`config.mk`:
```
export PLATFORM = sky130hd
export DESIGN_NAME = sdram_addr_mux
export DESIGN_NICKNAME = d
export VERILOG_FILES = /design/src/core/sdram_mux_pkg.sv /design/src/core/sdram_addr_mux.sv
export SDC_FILE = /design/constraint.sdc
export NUM_CORES = 1
export LEC_CHECK = 0
export BUFFER_PORTS_ARGS = -buffer_cell sky130_fd_sc_hd__buf_2
export CORE_MARGIN = 2
export CORE_UTILIZATION = 44
export CTS_CLUSTER_DIAMETER = 200
export DETAILED_ROUTE_END_ITERATION = 10
export PLACE_DENSITY = 0.67
export SYNTH_ARGS = -nofsm -noshare
export SYNTH_HDL_FRONTEND = slang
export SYNTH_SLANG_ARGS = --single-unit
```
`constraint.sdc`:
```
create_clock -name clk -period 4.23 [get_ports clk]
set_clock_uncertainty 0.05 [all_clocks]
set_input_delay 0.423 -clock clk [delete_from_list [all_inputs] [get_ports clk]]
set_output_delay 0.423 -clock clk [all_outputs]
set_load 0.05 [all_outputs]
```
`src/core/sdram_mux_pkg.sv`:
```
// Constants and carrier types for the SDRAM address multiplexer
package sdram_mux_pkg;

  localparam int ADDR_W         = 28;
  localparam int MA_W           = 13;
  localparam int BANK_W         = 2;
  localparam int BANK_LO        = 15;
  localparam int BANK_HI        = 16;
  localparam int MA_LO          = 2;
  localparam int MA_HI          = 14;
  localparam int MA_PRECHG      = 10;
  localparam int SIZE_LOG_BASE  = 22;
  localparam int LARGE_CHIP_LOG = 25;
  localparam int ROW_BITS_SMALL = 12;
  localparam int ROW_BITS_LARGE = 13;
  localparam int BEATS_MULTI    = 4;

  localparam logic [2:0] DSZ_8MB  = 3'h1;
  localparam logic [2:0] DSZ_16MB = 3'h2;
  localparam logic [2:0] DSZ_32MB = 3'h3;
  localparam logic [2:0] DSZ_64MB = 3'h4;
  localparam logic [1:0] DBW_8    = 2'h0;
  localparam logic [1:0] DBW_16   = 2'h1;
  localparam logic [1:0] BUS_8    = 2'h2;
  localparam logic [1:0] BUS_16   = 2'h0;
  localparam logic [2:0] CL_2     = 3'h2;
  localparam logic [2:0] CL_3     = 3'h3;

  // Per-channel timing and geometry fields
  typedef struct packed {
    logic [2:0] row_active_time_field;
    logic [1:0] row_to_col_delay_field;
    logic [2:0] precharge_time_field;
    logic [2:0] cas_latency_field;
    logic       write_recovery_field;
    logic [1:0] sdram_data_width_field;
    logic [2:0] sdram_size_field;
    logic [1:0] ext_bus_width_field;
  } chan_cfg_t;

  typedef struct packed {
    logic              sdram;
    logic              write;
    logic              multi;
    logic              auto_pre;
    logic [ADDR_W-1:0] addr;
  } access_req_t;

  typedef enum logic [2:0] {
    CMD_NOP, CMD_ACT, CMD_READ, CMD_WRITE, CMD_PRE, CMD_DPD_ENTER, CMD_DPD_EXIT
  } sdram_cmd_t;

endpackage

```
`src/core/sdram_addr_mux.sv`:
```
// SDRAM address multiplexer with access sequencing and deep-power-down
//
// Functional notes
// - Read timing from row, rcd, precharge, CAS
// - Write timing swaps CAS for one-bit write recovery
// - Pins carry external or SDRAM address
// - Address shift by width, size, bus
// - Bank address on lines 16 and 15
// - Row or column address on lines 14..2
// - Lines 14..2 shared; MA12 line 14
// - Request 1 enters, 0 exits, raises CKE
// - Size codes 001..100 select 8..64 Mbytes
// - Data width and bus width encodings
`timescale 1ns/10ps
module sdram_addr_mux #(
  parameter int CHANNELS = 2,
  parameter int CH_W     = 1,
  parameter int BEATS    = sdram_mux_pkg::BEATS_MULTI
) (
  input  wire logic                                   clk,
  input  wire logic                                   rst,
  input  wire sdram_mux_pkg::chan_cfg_t [CHANNELS-1:0] chan_cfg,
  input  wire logic                                   req_valid,
  input  wire sdram_mux_pkg::access_req_t             req,
  input  wire logic [CH_W-1:0]                        req_ch,
  input  wire logic                                   deep_power_down_request,
  output logic                                        req_ready,
  output logic [sdram_mux_pkg::ADDR_W-1:0]            ext_addr,
  output logic                                        sdram_sel,
  output sdram_mux_pkg::sdram_cmd_t                   sdram_cmd,
  output logic                                        sdram_clock_enable_out,
  output logic                                        in_deep_power_down,
  output logic                                        access_done
);

  typedef enum {ST_IDLE, ST_ACT, ST_COL, ST_TAIL, ST_PRE, ST_DPD} state_t;
  typedef logic [sdram_mux_pkg::ADDR_W-1:0] addr_t;

  ////////////////////////////////////////////////////////////////////////////
  // Address geometry

  function automatic int size_log(sdram_mux_pkg::chan_cfg_t c);
    logic [2:0] s;
    s = c.sdram_size_field;
    // Undefined size codes fall back to the smallest part
    if (s < sdram_mux_pkg::DSZ_8MB || s > sdram_mux_pkg::DSZ_64MB)
      s = sdram_mux_pkg::DSZ_8MB;
    return sdram_mux_pkg::SIZE_LOG_BASE + int'(s);
  endfunction

  function automatic int row_bits(sdram_mux_pkg::chan_cfg_t c);
    int chip;
    chip = size_log(c);
    // Two byte-wide parts side by side halve the size of each part
    if (c.ext_bus_width_field == sdram_mux_pkg::BUS_16 &&
        c.sdram_data_width_field == sdram_mux_pkg::DBW_8)
      chip = chip - 1;
    return (chip >= sdram_mux_pkg::LARGE_CHIP_LOG) ?
           sdram_mux_pkg::ROW_BITS_LARGE : sdram_mux_pkg::ROW_BITS_SMALL;
  endfunction

  function automatic int row_base(sdram_mux_pkg::chan_cfg_t c);
    return size_log(c) - sdram_mux_pkg::BANK_W - row_bits(c);
  endfunction

  function automatic int col_base(sdram_mux_pkg::chan_cfg_t c);
    return (c.ext_bus_width_field == sdram_mux_pkg::BUS_16) ? 1 : 0;
  endfunction

  function automatic addr_t bank_pins(addr_t a, sdram_mux_pkg::chan_cfg_t c);
    addr_t sh;
    addr_t p;
    sh = a >> (size_log(c) - sdram_mux_pkg::BANK_W);
    p = '0;
    p[sdram_mux_pkg::BANK_HI:sdram_mux_pkg::BANK_LO] = sh[1:0];
    return p;
  endfunction

  function automatic addr_t row_pins(addr_t a, sdram_mux_pkg::chan_cfg_t c);
    addr_t sh;
    addr_t p;
    sh = (a >> row_base(c)) & ((28'h0000001 << row_bits(c)) - 28'h0000001);
    p = bank_pins(a, c);
    p[sdram_mux_pkg::MA_HI:sdram_mux_pkg::MA_LO] = sh[12:0];
    return p;
  endfunction

  function automatic addr_t col_pins(addr_t a, sdram_mux_pkg::chan_cfg_t c,
                                     logic ap);
    addr_t sh;
    addr_t p;
    logic [sdram_mux_pkg::MA_W-1:0] ma;
    sh = (a >> col_base(c)) &
         ((28'h0000001 << (row_base(c) - col_base(c))) - 28'h0000001);
    // MA10 carries the precharge option, so column bit 10 skips to MA11
    ma = {sh[11:10], ap, sh[9:0]};
    p = bank_pins(a, c);
    p[sdram_mux_pkg::MA_HI:sdram_mux_pkg::MA_LO] = ma;
    return p;
  endfunction

  ////////////////////////////////////////////////////////////////////////////
  // Access sequencer

  state_t                     state_r, state_nxt;
  logic [3:0]                 cnt_r, cnt_nxt;
  logic [4:0]                 el_r, el_nxt;
  logic [3:0]                 tail_r, tail_nxt;
  sdram_mux_pkg::chan_cfg_t   cfg_r, cfg_nxt;
  sdram_mux_pkg::access_req_t req_r, req_nxt;
  addr_t                      addr_r, addr_nxt;
  sdram_mux_pkg::sdram_cmd_t  cmd_r, cmd_nxt;
  logic                       cke_r, cke_nxt;
  logic                       sel_r, sel_nxt;
  logic                       done_r, done_nxt;

  always_comb
  begin
    state_nxt = state_r;
    cnt_nxt   = cnt_r;
    el_nxt    = (el_r == 5'h1F) ? el_r : el_r + 5'h01;
    tail_nxt  = tail_r;
    cfg_nxt   = cfg_r;
    req_nxt   = req_r;
    addr_nxt  = addr_r;
    cmd_nxt   = sdram_mux_pkg::CMD_NOP;
    cke_nxt   = cke_r;
    sel_nxt   = sel_r;
    done_nxt  = 1'b0;
    unique case (state_r)
      ST_IDLE:
      begin
        // Entry only from idle, so no access is cut short
        if (deep_power_down_request)
        begin
          state_nxt = ST_DPD;
          cmd_nxt   = sdram_mux_pkg::CMD_DPD_ENTER;
          cke_nxt   = 1'b0;
        end
        else if (req_valid)
        begin
          req_nxt = req;
          cfg_nxt = chan_cfg[req_ch];
          if (req.sdram)
          begin
            state_nxt = ST_ACT;
            cmd_nxt   = sdram_mux_pkg::CMD_ACT;
            sel_nxt   = 1'b1;
            addr_nxt  = row_pins(req.addr, chan_cfg[req_ch]);
            cnt_nxt   = {2'h0, chan_cfg[req_ch].row_to_col_delay_field};
            el_nxt    = 5'h00;
          end
          else
          begin
            sel_nxt  = 1'b0;
            addr_nxt = req.addr;
            done_nxt = 1'b1;
          end
        end
      end
      ST_ACT:
      begin
        if (cnt_r == 4'h0)
        begin
          state_nxt = ST_COL;
          cmd_nxt   = req_r.write ? sdram_mux_pkg::CMD_WRITE :
                                    sdram_mux_pkg::CMD_READ;
          addr_nxt  = col_pins(req_r.addr, cfg_r, req_r.auto_pre);
          cnt_nxt   = req_r.multi ? 4'(BEATS - 1) : 4'h0;
        end
        else
          cnt_nxt = cnt_r - 4'h1;
      end
      ST_COL:
      begin
        if (cnt_r == 4'h0)
        begin
          state_nxt = ST_TAIL;
          tail_nxt  = 4'h0;
          cnt_nxt   = req_r.write ?
                      {3'h0, cfg_r.write_recovery_field} + 4'h1 :
                      {1'h0, cfg_r.cas_latency_field};
        end
        else
        begin
          cmd_nxt = cmd_r;
          cnt_nxt = cnt_r - 4'h1;
        end
      end
      ST_TAIL:
      begin
        tail_nxt = tail_r + 4'h1;
        // Hold the row open for its minimum active time as well
        if (cnt_r == 4'h0 && el_r > {2'h0, cfg_r.row_active_time_field})
        begin
          state_nxt = ST_PRE;
          cmd_nxt   = sdram_mux_pkg::CMD_PRE;
          cnt_nxt   = {1'h0, cfg_r.precharge_time_field};
        end
        else if (cnt_r != 4'h0)
          cnt_nxt = cnt_r - 4'h1;
      end
      ST_PRE:
      begin
        if (cnt_r == 4'h0)
        begin
          state_nxt = ST_IDLE;
          done_nxt  = 1'b1;
        end
        else
          cnt_nxt = cnt_r - 4'h1;
      end
      ST_DPD:
      begin
        // Software must still run an init sequence after this exit
        if (!deep_power_down_request)
        begin
          state_nxt = ST_IDLE;
          cmd_nxt   = sdram_mux_pkg::CMD_DPD_EXIT;
          cke_nxt   = 1'b1;
        end
      end
    endcase
  end

  always_ff @(posedge clk or posedge rst)
  begin
    if (rst)
    begin
      state_r <= ST_IDLE;
      cnt_r   <= 4'h0;
      el_r    <= 5'h00;
      tail_r  <= 4'h0;
      cfg_r   <= '0;
      req_r   <= '0;
      addr_r  <= '0;
      cmd_r   <= sdram_mux_pkg::CMD_NOP;
      cke_r   <= 1'b1;
      sel_r   <= 1'b0;
      done_r  <= 1'b0;
    end
    else
    begin
      state_r <= state_nxt;
      cnt_r   <= cnt_nxt;
      el_r    <= el_nxt;
      tail_r  <= tail_nxt;
      cfg_r   <= cfg_nxt;
      req_r   <= req_nxt;
      addr_r  <= addr_nxt;
      cmd_r   <= cmd_nxt;
      cke_r   <= cke_nxt;
      sel_r   <= sel_nxt;
      done_r  <= done_nxt;
    end
  end

  // Masters are held off while busy or powered down
  assign req_ready              = state_r == ST_IDLE &&
                                  !deep_power_down_request;
  assign ext_addr               = addr_r;
  assign sdram_sel              = sel_r;
  assign sdram_cmd              = cmd_r;
  assign sdram_clock_enable_out = cke_r;
  assign in_deep_power_down     = state_r == ST_DPD;
  assign access_done            = done_r;
endmodule

```
==> impl_metrics.py, run 1 <==
metrics = {
    "worst_setup_path": {
        "critical_path_class": "flip-flop to flip-flop",
        "reg2regPathDepth": 19,
        "crit_end": "ext_addr[13]",
        "required_ns": 4.46,
        "critPathSlowestCell": "or4_4",
        "timing.rr.end": "ext_addr[13]",
        "cp_max_fo": 9,
        "r2r-start": "cfg_r[3]",
        "cp_num_buf_inv": 3,
        "start_kind": "flip-flop",
        "critPathArrivalTime_ns": 4.28,
        "crit_path_start": "cfg_r[3]",
        "endpoint_kind": "flip-flop",
        "r2r_slack_ns": 0.17,
        "cp_num_cells": 19,
        "path_delay_family": "simple AND/OR/NAND/NOR gates",
        "max_stage_delay_ns": 0.44,
        "cpMostUsedCell": "buf_4",
        "path_cells": "buf_4 > nand2b_4 > a21oi_4 > ha_1 > nand3b_1 > o21ai_1 > a211oi_2 > fa_2 > buf_4 > nand2_1 > or3_1 > or4_4 > ha_4 > o41ai_1 > nand4b_1 > a311oi_2 > buf_4 > a211oi_2 > a21oi_1",
    },
    "sta": {
        "max_slew_margin_pct": 35.2,
        "period_needed_ns": 4.06,
        "setup-violations-final": 0,
        "finalCritPeriodShare_pct": 95.9,
        "hold_slack_ns": 0.209,
        "hold_viol_final": 0,
        "tightestPinTransition_ns": 0.970,
        "fmax_mhz": 247,
        "slew_viol_final": 0,
    },
    "die": {
        "fp.dieH_um": 129,
        "rows": 45,
        "core-area_mm2": 0.0153,
        "die_w_um": 129,
        "ios": 111,
        "dieArea_mm2": 0.0167,
        "start_util_pct": 45.2,
    },
    "power_and_ir_drop": {
        "power_density_mw_per_mm2": 778,
        "ir_drop_mv": 0.392,
        "p_total_mw": 6.66,
        "power.leakage_nw": 3.98,
    },
    "grt": {
        "grt-ovfl-total": 0,
        "grt_pass1_vias": 6730,
        "grtUsageTotal_pct": 29.0,
        "antenna_found_initial": 0,
        "grt_pass1_wl_um": 37400,
        "grt_max_degree": 55,
    },
    "cts": {
        "cts_tree": "yes",
        "cts_hold_buffers": 0,
        "cts_root_buffer": "clkbuf_16",
        "cts_buffers": 9,
        "clk_latency_ns": 0.36,
        "cts.clk_slew.worst_paths_ns": 0.07,
        "ctsHtreeMaxLevel": 3,
        "clk_path_buf_depth": 2,
        "cts_num_sinks": 84,
    },
    "synth": {
        "ys_ff_latch": 84,
        "syn-num-nets": 914,
        "async_reset_ff_share_pct": 100,
        "ys.flop_type": "dfrtp_1",
        "synth_edf_count": 0,
        "syn_area_mm2": 0.00689,
        "synth_cell_types": 88,
        "yosys_warnings": 0,
        "yosysSeqAreaShare_pct": 30.5,
        "syn_avg_cell_area_um2": 8.40,
        "syn_inst": 821,
    },
    "route": {
        "highest_layer": "met4",
        "dr_wl_met3_um": 1730,
        "drtIter0Drc": 760,
        "firstDrtPassIters": 6,
        "drt-met1-wl_um": 10500,
        "via_count": 7176,
        "via_per_inst": 6.04,
        "wl_um": 23600,
        "ant_nets": 0,
        "wl_met2_um": 10600,
        "wl_per_cell_um": 19.9,
        "drc": 0,
    },
    "layout": {
        "syn_to_final_growth_pct": 24.2,
        "antennaDiodeCount": 0,
        "nFillCells": 1402,
        "drive_above_1_share_pct": 30.9,
        "finalNetCount": 1066,
    },
    "placement": {
        "io_buffers": 110,
        "dp_hpwl_um": 17800,
        "place.gp.congestion": 1.02,
    },
    "status": {
        "status": "finished, final reports clean",
    },
    "min_path": {
        "hp-class": "input pin to async pin",
    },
    "run": {
        "maxCapViolCount": 0,
    },
}
==> per-layer routing <==
metal / GRT usage, % / vias to the layer above
met2: 45.8 / 327
met1: 40.4 / 3438
li1: - / 3347
met4: 10.1 / 0
met3: 4.54 / 64
met5: 0 / -
==> synth_stat cells, drive strengths merged (9+ instances only) <==
cell / n / area, µm²
nand2: 120 / 458
dfrtp: 83 / 2080
nor2: 61 / 231
o21ai: 55 / 279
mux2i: 54 / 541
mux2: 45 / 507
a21oi: 44 / 231
clkbuf: 32 / 121
nand3: 32 / 165
inv: 31 / 116
buf: 22 / 123
nor3: 20 / 111
ha: 17 / 213
nor2b: 16 / 100
nor4: 10 / 68.8
a211oi: 9 / 67.6
a31oi: 9 / 56.3
==> worst register-to-register path, stage by stage (launching register included) <==
cell      delay (ns)
dfrtp_1         0.40
buf_4           0.15
nand2b_4        0.14
a21oi_4         0.15
ha_1            0.24
nand3b_1        0.10
o21ai_1         0.08
a211oi_2        0.26
fa_2            0.28
buf_4           0.13
nand2_1         0.05
or3_1           0.32
or4_4           0.44
ha_4            0.21
o41ai_1         0.12
nand4b_1        0.25
a311oi_2        0.26
buf_4           0.18
a211oi_2        0.04
a21oi_1         0.14
==> worst min-delay path by stage <==
| stage | end | slack (ns) | cells after the start |
|---|---|---|---|
| CTS | req_r[29] | 0.20 | 3 |
| global route | req_r[29] | 0.23 | 3 |
| detailed placement | ext_addr[18] | 0.40 | 2 |
| finish | ext_addr[21] | 0.21 | 2 |
| floorplan | cfg_r[1] | 0.39 | 2 |
| global placement | ext_addr[23] | 0.40 | 2 |
==> logic make-up after synthesis <==
| family | synth area share, % |
|---|---|
| DFF | 30.5 |
| xor gates and xnor gates | 0.635 |
| muxes | 16.9 |
| AOI/OAI and AO/OA | 20.5 |
| adders and majority gates | 3.38 |
| buffers and inverters | 5.23 |
| and+or+nand+nor | 22.9 |
==> layout by cell type (no fill, tap or decap), types with 4 or more instances in the layout <==
cell / n
nand3b_1: 4
o221ai_1: 5
nor2b_1: 15
buf_2: 110
buf_4: 85
mux2i_1: 53
nor3_1: 17
a21oi_1: 42
nand2_1: 118
nor4_1: 9
mux4_2: 4
and3_1: 6
a22oi_1: 5
a311oi_1: 4
nor2_1: 60
o41ai_1: 5
or3_1: 5
o211ai_1: 5
a211o_1: 4
o311ai_0: 4
or4_1: 4
mux2_2: 45
clkbuf_16: 9
nand2b_1: 5
nor3b_1: 5
o21ai_0: 52
inv_1: 28
a211oi_1: 7
ha_1: 13
and2_1: 5
o31ai_1: 5
a21o_1: 5
dfrtp_1: 83
a221oi_1: 6
o21a_1: 6
nand3_1: 31
nand4_1: 4
a31oi_1: 9
==> power by group <==
group / switching, mW / total, mW / internal (mW)
Combinational: 2.58 / 4.25 / 1.67
Clock: 0.361 / 0.900 / 0.539
Sequential: 0.328 / 1.51 / 1.18
Total: 3.27 / 6.66 / 3.39
==> stage by stage <==
step / setup TNS (ns) / instances / utilization (%) / cell area, µm² / setup slack [ns]
final: 0 / 1189 / 56.1 / 8560 / 0.174
after global routing: -0.0332 / 1189 / 56.1 / 8560 / -0.0332
after CTS: 0 / 1188 / 55.6 / 8480 / 0.0177
after detailed placement: -0.828 / 1172 / 53.4 / 8150 / -0.178
after global placement: -0.498 / 1172 / 53.4 / 8150 / -0.123
after floorplan: 0 / 821 / - / 6960 / 0.0000577
==> what timing repair did <==
| item | 4_1_cts | 5_1_grt |
|---|---|---|
| gates resized for setup | 1 | 15 |
| endpoints found under the setup margin | 3 | 6 |
| setup buffers | 0 | 1 |
| pin swaps | 0 | 4 |
==> sequential cells by signal, indices dropped and copies added (netlist names) <==
| register | count |
|---|---|
| el_r | 5 |
| ext_addr | 28 |
| state_r | 3 |
| cnt_r | 4 |
| sdram_clock_enable_out | 1 |
| cfg_r | 17 |
| sdram_sel | 1 |
| sdram_cmd | 3 |
| req_r | 21 |
| access_done | 1 |
==> final cells by class <==
type                            instances  area (µm²)  share of cell area (%)
Clock inverter                          6        95.1                    1.11
Sequential cell                        84        2100                    24.6
Tap cell                              211         264                    3.08
Timing Repair Buffer                  195        1190                    13.9
Inverter                               31         118                    1.37
Multi-Input combinational cell        652        4550                    53.2
Clock buffer                           10         239                    2.79
No activity file was read; power rests on OpenSTA's default activity.
==> inputs of run 2 (changes only) <==
BUFFER_PORTS_ARGS = unset   (was -buffer_cell sky130_fd_sc_hd__buf_2)
CORE_UTILIZATION = 59   (was 44)
DONT_BUFFER_PORTS = 1   (was unset)
PLACE_DENSITY = 0.78   (was 0.67)
==> run 2 against run 1 <==
Against the previous run:
- critical path depth fell by 3
- power is 4.2% lower
- final cell count shrank 17%
==> impl_metrics.py, run 2 (synthesis gave the netlist of run 1 again) <==
metrics = {
    "status": {
        "status": "finished, final reports clean",
    },
    "route": {
        "via_per_inst": 6.88,
        "via_count": 6790,
        "drc": 0,
        "wl_per_cell_um": 24.1,
        "wl_um": 23800,
        "drtIter0Drc": 792,
        "firstDrtPassIters": 5,
        "ant_nets": 0,
    },
    "grt": {
        "grt-ovfl-total": 0,
        "antenna_found_initial": 1,
        "grt_pass1_vias": 6656,
        "grt_pass1_wl_um": 36800,
        "grtUsageTotal_pct": 37.8,
        "grt_max_degree": 58,
    },
    "die": {
        "core-area_mm2": 0.0114,
        "die_w_um": 112,
        "start_util_pct": 60.4,
        "dieArea_mm2": 0.0126,
        "fp.dieH_um": 112,
        "rows": 39,
        "ios": 111,
    },
    "worst_setup_path": {
        "critical_path_class": "flip-flop to flip-flop",
        "required_ns": 4.43,
        "endpoint_kind": "flip-flop",
        "critPathArrivalTime_ns": 4.29,
        "cp_num_buf_inv": 2,
        "cp_max_fo": 6,
        "cpMostUsedCell": "ha_4",
        "path_delay_family": "adder cells",
        "path_cells": "or3b_4 > ha_4 > nor2_1 > o41ai_2 > a211oi_2 > fa_2 > ha_4 > inv_1 > or4_4 > ha_4 > clkbuf_2 > nand2_1 > o41ai_1 > a21oi_1 > nor3_1 > o32a_1",
        "start_kind": "flip-flop",
        "critPathSlowestCell": "or4_4",
        "max_stage_delay_ns": 0.49,
    },
    "layout": {
        "drive_above_1_share_pct": 19.5,
        "finalNonFillerCells": 987,
        "finalNetCount": 932,
        "most-common-layout-cells": "nand2_1 (119), dfrtp_1 (83), nor2_1 (60), buf_4 (59), mux2i_1 (54)",
        "mostFrequentLayoutCell": "nand2_1",
        "fin_area_mm2": 0.00774,
        "syn_to_final_growth_pct": 12.3,
        "final_util_pct": 67.8,
        "largest_register_ffs": 28,
        "antennaDiodeCount": 0,
    },
    "cts": {
        "cts_num_sinks": 84,
        "cts_buffers": 9,
        "cts_hold_buffers": 0,
        "ctsHtreeMaxLevel": 3,
        "cts_tree": "yes",
        "clk_path_buf_depth": 2,
        "cts.clk_slew.worst_paths_ns": 0.07,
        "clk_latency_ns": 0.36,
        "cts_root_buffer": "clkbuf_16",
    },
    "power_and_ir_drop": {
        "power_density_mw_per_mm2": 824,
        "ir_drop_mv": 0.804,
        "power.leakage_nw": 3.42,
    },
    "sta": {
        "slew_viol_final": 0,
        "hold_slack_ns": 0.0770,
        "period_needed_ns": 4.09,
        "hold_viol_final": 0,
        "max_slew_margin_pct": 33.8,
        "setup-violations-final": 0,
        "tightestPinTransition_ns": 0.993,
        "fmax_mhz": 244,
        "finalCritPeriodShare_pct": 96.7,
    },
    "min_path": {
        "hp-class": "input pin to async pin",
    },
    "placement": {
        "place.gp.congestion": 0.971,
        "dp_hpwl_um": 18100,
        "placed_cells": 969,
        "dpl-instance-area_mm2": 0.00735,
        "io_buffers": 0,
    },
    "run": {
        "maxCapViolCount": 0,
    },
}
run 2: cell count changes in the layout (fill, tap and decap cells not counted), moves of 2 or more:
cell and change:
inv_6 +2, clkinv_4 -2, buf_4 -26, nor3_2 -2, buf_2 -110, nor3_1 +2
run 2: path summary, 6_finish.rpt:
| path | startpoint | end | slack (ns) | depth (start not counted) |
|---|---|---|---|---|
| worst min register to register | cfg_r[10] | cfg_r[10] | 0.44 | 2 |
| worst max-delay path | cfg_r[3] | ext_addr[6] | 0.14 | 16 |
| min in group clk | req[29] | req_r[29] | 0.12 | 2 |
| max in group asynchronous | rst | req_r[1] | 3.10 | 2 |
| worst min-delay path | rst | ext_addr[0] | 0.08 | 1 |
| worst max register to register | cfg_r[3] | ext_addr[6] | 0.14 | 16 |
run 2: worst reg2reg max path, cell delays in order (launching register included):
cell	delay, ns
dfrtp_1	0.42
or3b_4	0.41
ha_4	0.30
nor2_1	0.05
o41ai_2	0.31
a211oi_2	0.07
fa_2	0.40
ha_4	0.29
inv_1	0.05
or4_4	0.49
ha_4	0.20
clkbuf_2	0.15
nand2_1	0.07
o41ai_1	0.07
a21oi_1	0.20
nor3_1	0.10
o32a_1	0.34
run 2: final cells by class:
class,count,area (µm²)
Multi-Input combinational cell,652,4550
Timing Repair Buffer,61,468
Sequential cell,84,2100
Fill cell,938,3680
Inverter,31,118
Tap cell,143,179
Clock inverter,7,92.6
Clock buffer,9,225
run 2: per-stage QoR:
| step | setup TNS [ns] | total power [mW] | setup WS, ns |
|---|---|---|---|
| after floorplan | 0 | 4.29 | 0.0000577 |
| after global placement | -0.0927 | 5.15 | -0.0692 |
| after detailed placement | -0.415 | 5.31 | -0.145 |
| after CTS | 0 | 6.19 | 0.0170 |
| after global routing | -0.0200 | 6.73 | -0.0200 |
| final | 0 | 6.38 | 0.140 |
run 2: timing repair:
action	4_1_cts	5_1_grt
resized for setup	1	13
setup endpoints to repair	4	6
buffers inserted	0	2
pin swaps	0	8
run 2: per-layer routing:
metal	vias to the layer above	share of wire [%]	track usage (%)
met5	-	0.067	0
met4	2	3.4	16.3
met3	68	10	11.8
met2	381	45	57.9
met1	3276	41	49.6
li1	3063	-	-
run 2: power breakdown:
part	switching, mW	leakage [nW]	total [mW]	internal [mW]
sequential	0.879	1.04	2.05	1.17
combinational	1.97	2.23	3.46	1.49
clock	0.397	0.156	0.872	0.475
total	3.24	3.42	6.38	3.14
==> inputs of run 3 (changes only) <==
CORE_UTILIZATION = 60   (was 59)
CTS_BUF_LIST = sky130_fd_sc_hd__clkbuf_4 sky130_fd_sc_hd__clkbuf_8   (was unset)
PLACE_DENSITY = 0.79   (was 0.78)
==> run 3 against run 2 <==
Against the previous run:
- register-to-register slack worse by 0.12 ns
- highest routed layer is now met4
- combinational power is 10% higher
- routed wire length is 2.4% lower
- largest power group unchanged
==> impl_metrics.py, run 3 (synthesis gave the netlist of run 1 again) <==
metrics = {
    "sta": {
        "rsz0062_at_grt": "true",
        "max_slew_margin_pct": 38.8,
        "finalSetupTns_ns": 0,
        "setup-violations-final": 0,
        "period_needed_ns": 4.21,
        "tightestPinTransition_ns": 0.915,
        "hold_viol_final": 0,
        "finalCritPeriodShare_pct": 99.6,
        "slew_viol_final": 0,
        "fmax_mhz": 237,
    },
    "layout": {
        "antennaDiodeCount": 0,
        "syn_to_final_growth_pct": 12.6,
        "fin_area_mm2": 0.00776,
        "finalNetCount": 935,
        "drive_above_1_share_pct": 21.1,
        "largest_register_ffs": 28,
        "nFillCells": 941,
        "most-common-layout-cells": "nand2_1 (116), dfrtp_1 (83), nor2_1 (59), buf_4 (58), mux2i_1 (54)",
        "mostFrequentLayoutCell": "nand2_1",
    },
    "route": {
        "via_per_inst": 6.85,
        "ant_nets": 0,
        "drc": 0,
        "wl_per_cell_um": 23.5,
        "drtIter0Drc": 717,
        "via_count": 6785,
        "firstDrtPassIters": 5,
        "wl_um": 23200,
    },
    "grt": {
        "antenna_found_initial": 0,
        "grtUsageTotal_pct": 37.0,
        "grt_max_degree": 48,
        "grt_pass1_wl_um": 36100,
        "grt_pass1_vias": 6591,
        "grt-ovfl-total": 0,
    },
    "die": {
        "ios": 111,
        "core-area_mm2": 0.0113,
        "die_w_um": 111,
        "rows": 39,
        "fp.dieH_um": 111,
        "start_util_pct": 60.9,
        "dieArea_mm2": 0.0124,
    },
    "worst_setup_path": {
        "crit_path_start": "cfg_r[4]",
        "timing.rr.end": "ext_addr[4]",
        "critPathArrivalTime_ns": 4.41,
        "max_stage_delay_ns": 0.48,
        "path_delay_family": "adder cells",
        "required_ns": 4.42,
        "cp_max_fo": 6,
        "cp_num_buf_inv": 5,
        "cp_num_cells": 18,
        "start_kind": "flip-flop",
        "r2r_slack_ns": 0.02,
        "cpMostUsedCell": "ha_4",
        "r2r-start": "cfg_r[4]",
        "path_cells": "buf_6 > nor2b_4 > inv_4 > buf_12 > ha_4 > nor2_4 > o41ai_2 > a211oi_2 > fa_2 > ha_4 > inv_2 > or4_4 > ha_4 > buf_6 > o31a_1 > o21ai_2 > a21oi_2 > or4_1",
        "critPathSlowestCell": "or4_4",
        "endpoint_kind": "flip-flop",
        "critical_path_class": "flip-flop to flip-flop",
        "reg2regPathDepth": 18,
    },
    "placement": {
        "dpl-instance-area_mm2": 0.00734,
        "dp_hpwl_um": 17200,
        "place.gp.congestion": 1.04,
        "io_buffers": 0,
    },
    "min_path": {
        "hold_start": "req[29]",
        "worstHoldEndpoint": "req_r[29]",
        "min_path_cells": 2,
        "hp-class": "input pin to flip-flop",
    },
    "power_and_ir_drop": {
        "clockPowerShare_pct": 9.0,
        "p_total_mw": 6.45,
        "p_sw_share_pct": 51.5,
        "power.leakage_nw": 3.42,
        "p_seq_share_pct": 31.8,
        "power_density_mw_per_mm2": 832,
        "pwr-share-comb_pct": 59.1,
        "p_int_mw": 3.13,
        "ir_drop_mv": 1.03,
        "p_sw_mw": 3.32,
    },
    "status": {
        "status": "finished, final reports clean",
    },
    "cts": {
        "clk_path_buf_depth": 2,
        "cts_num_sinks": 84,
        "clk_latency_ns": 0.37,
        "ctsHtreeMaxLevel": 3,
        "cts_tree": "yes",
        "cts_root_buffer": "clkbuf_8",
        "cts_buffers": 9,
        "cts.clk_slew.worst_paths_ns": 0.09,
    },
    "run": {
        "maxCapViolCount": 0,
    },
}
[run 3: routing by layer]
metal | track usage (%) | vias up | share of wire, %
li1 | - | 3076 | -
met5 | 0 | - | 0
met1 | 49.9 | 3274 | 40
met2 | 58.9 | 390 | 47
met3 | 8.97 | 45 | 10
met4 | 11.9 | 0 | 2.7
[run 3: what timing repair did]
item	in CTS	in global routing
resized for setup	5	34
pin swaps	2	14
gates cloned	0	0
hold buffers	1	0
buffers inserted	0	7
setup endpoints to repair	5	6
hold endpoints to repair	37	0
[run 3: power by group through the flow]
stage	logic [mW]	clock network, mW	registers, mW
after floorplan	2.40	0	1.89
after global placement	3.17	0	2.04
after detailed placement	3.24	0	2.05
after CTS	3.31	0.589	2.04
after global routing	4.15	0.615	2.10
final	3.82	0.582	2.05
[run 3: worst max path at each step]
stage | to | slack, ns
2_1_floorplan | ext_addr[4] | 0.00006
3_3_place_gp | ext_addr[4] | 0.02
3_5_place_dp | ext_addr[4] | -0.15
4_1_cts | ext_addr[6] | 0.04
5_1_grt | ext_addr[13] | -0.14
6_report | ext_addr[4] | 0.02
[run 3: final cells by class]
class	count	area [µm²]	area share, %
Clock inverter	5	42.5	0.548
Clock buffer	11	151	1.95
Tap cell	143	179	2.31
Sequential cell	84	2100	27.1
Timing Repair Buffer	64	519	6.69
Multi-Input combinational cell	652	4640	59.9
Inverter	31	120	1.55
[run 3: metrics by stage]
step	std cells	hold WS, ns	util [%]	setup slack (ns)
5_1_grt	990	0.104	68.5	-0.137
2_1_floorplan	821	0.392	-	0.0000577
6_report	990	0.109	68.5	0.0162
4_1_cts	985	0.0892	66.8	0.0449
3_5_place_dp	968	0.383	64.8	-0.148
3_3_place_gp	968	0.378	64.8	0.0220
[run 3: worst register-to-register path, stage by stage (launching register included)]
cell,delay [ns]
dfrtp_1,0.40
buf_6,0.14
nor2b_4,0.15
inv_4,0.07
buf_12,0.12
ha_4,0.29
nor2_4,0.04
o41ai_2,0.32
a211oi_2,0.09
fa_2,0.46
ha_4,0.30
inv_2,0.03
or4_4,0.49
ha_4,0.21
buf_6,0.13
o31a_1,0.10
o21ai_2,0.19
a21oi_2,0.09
or4_1,0.42
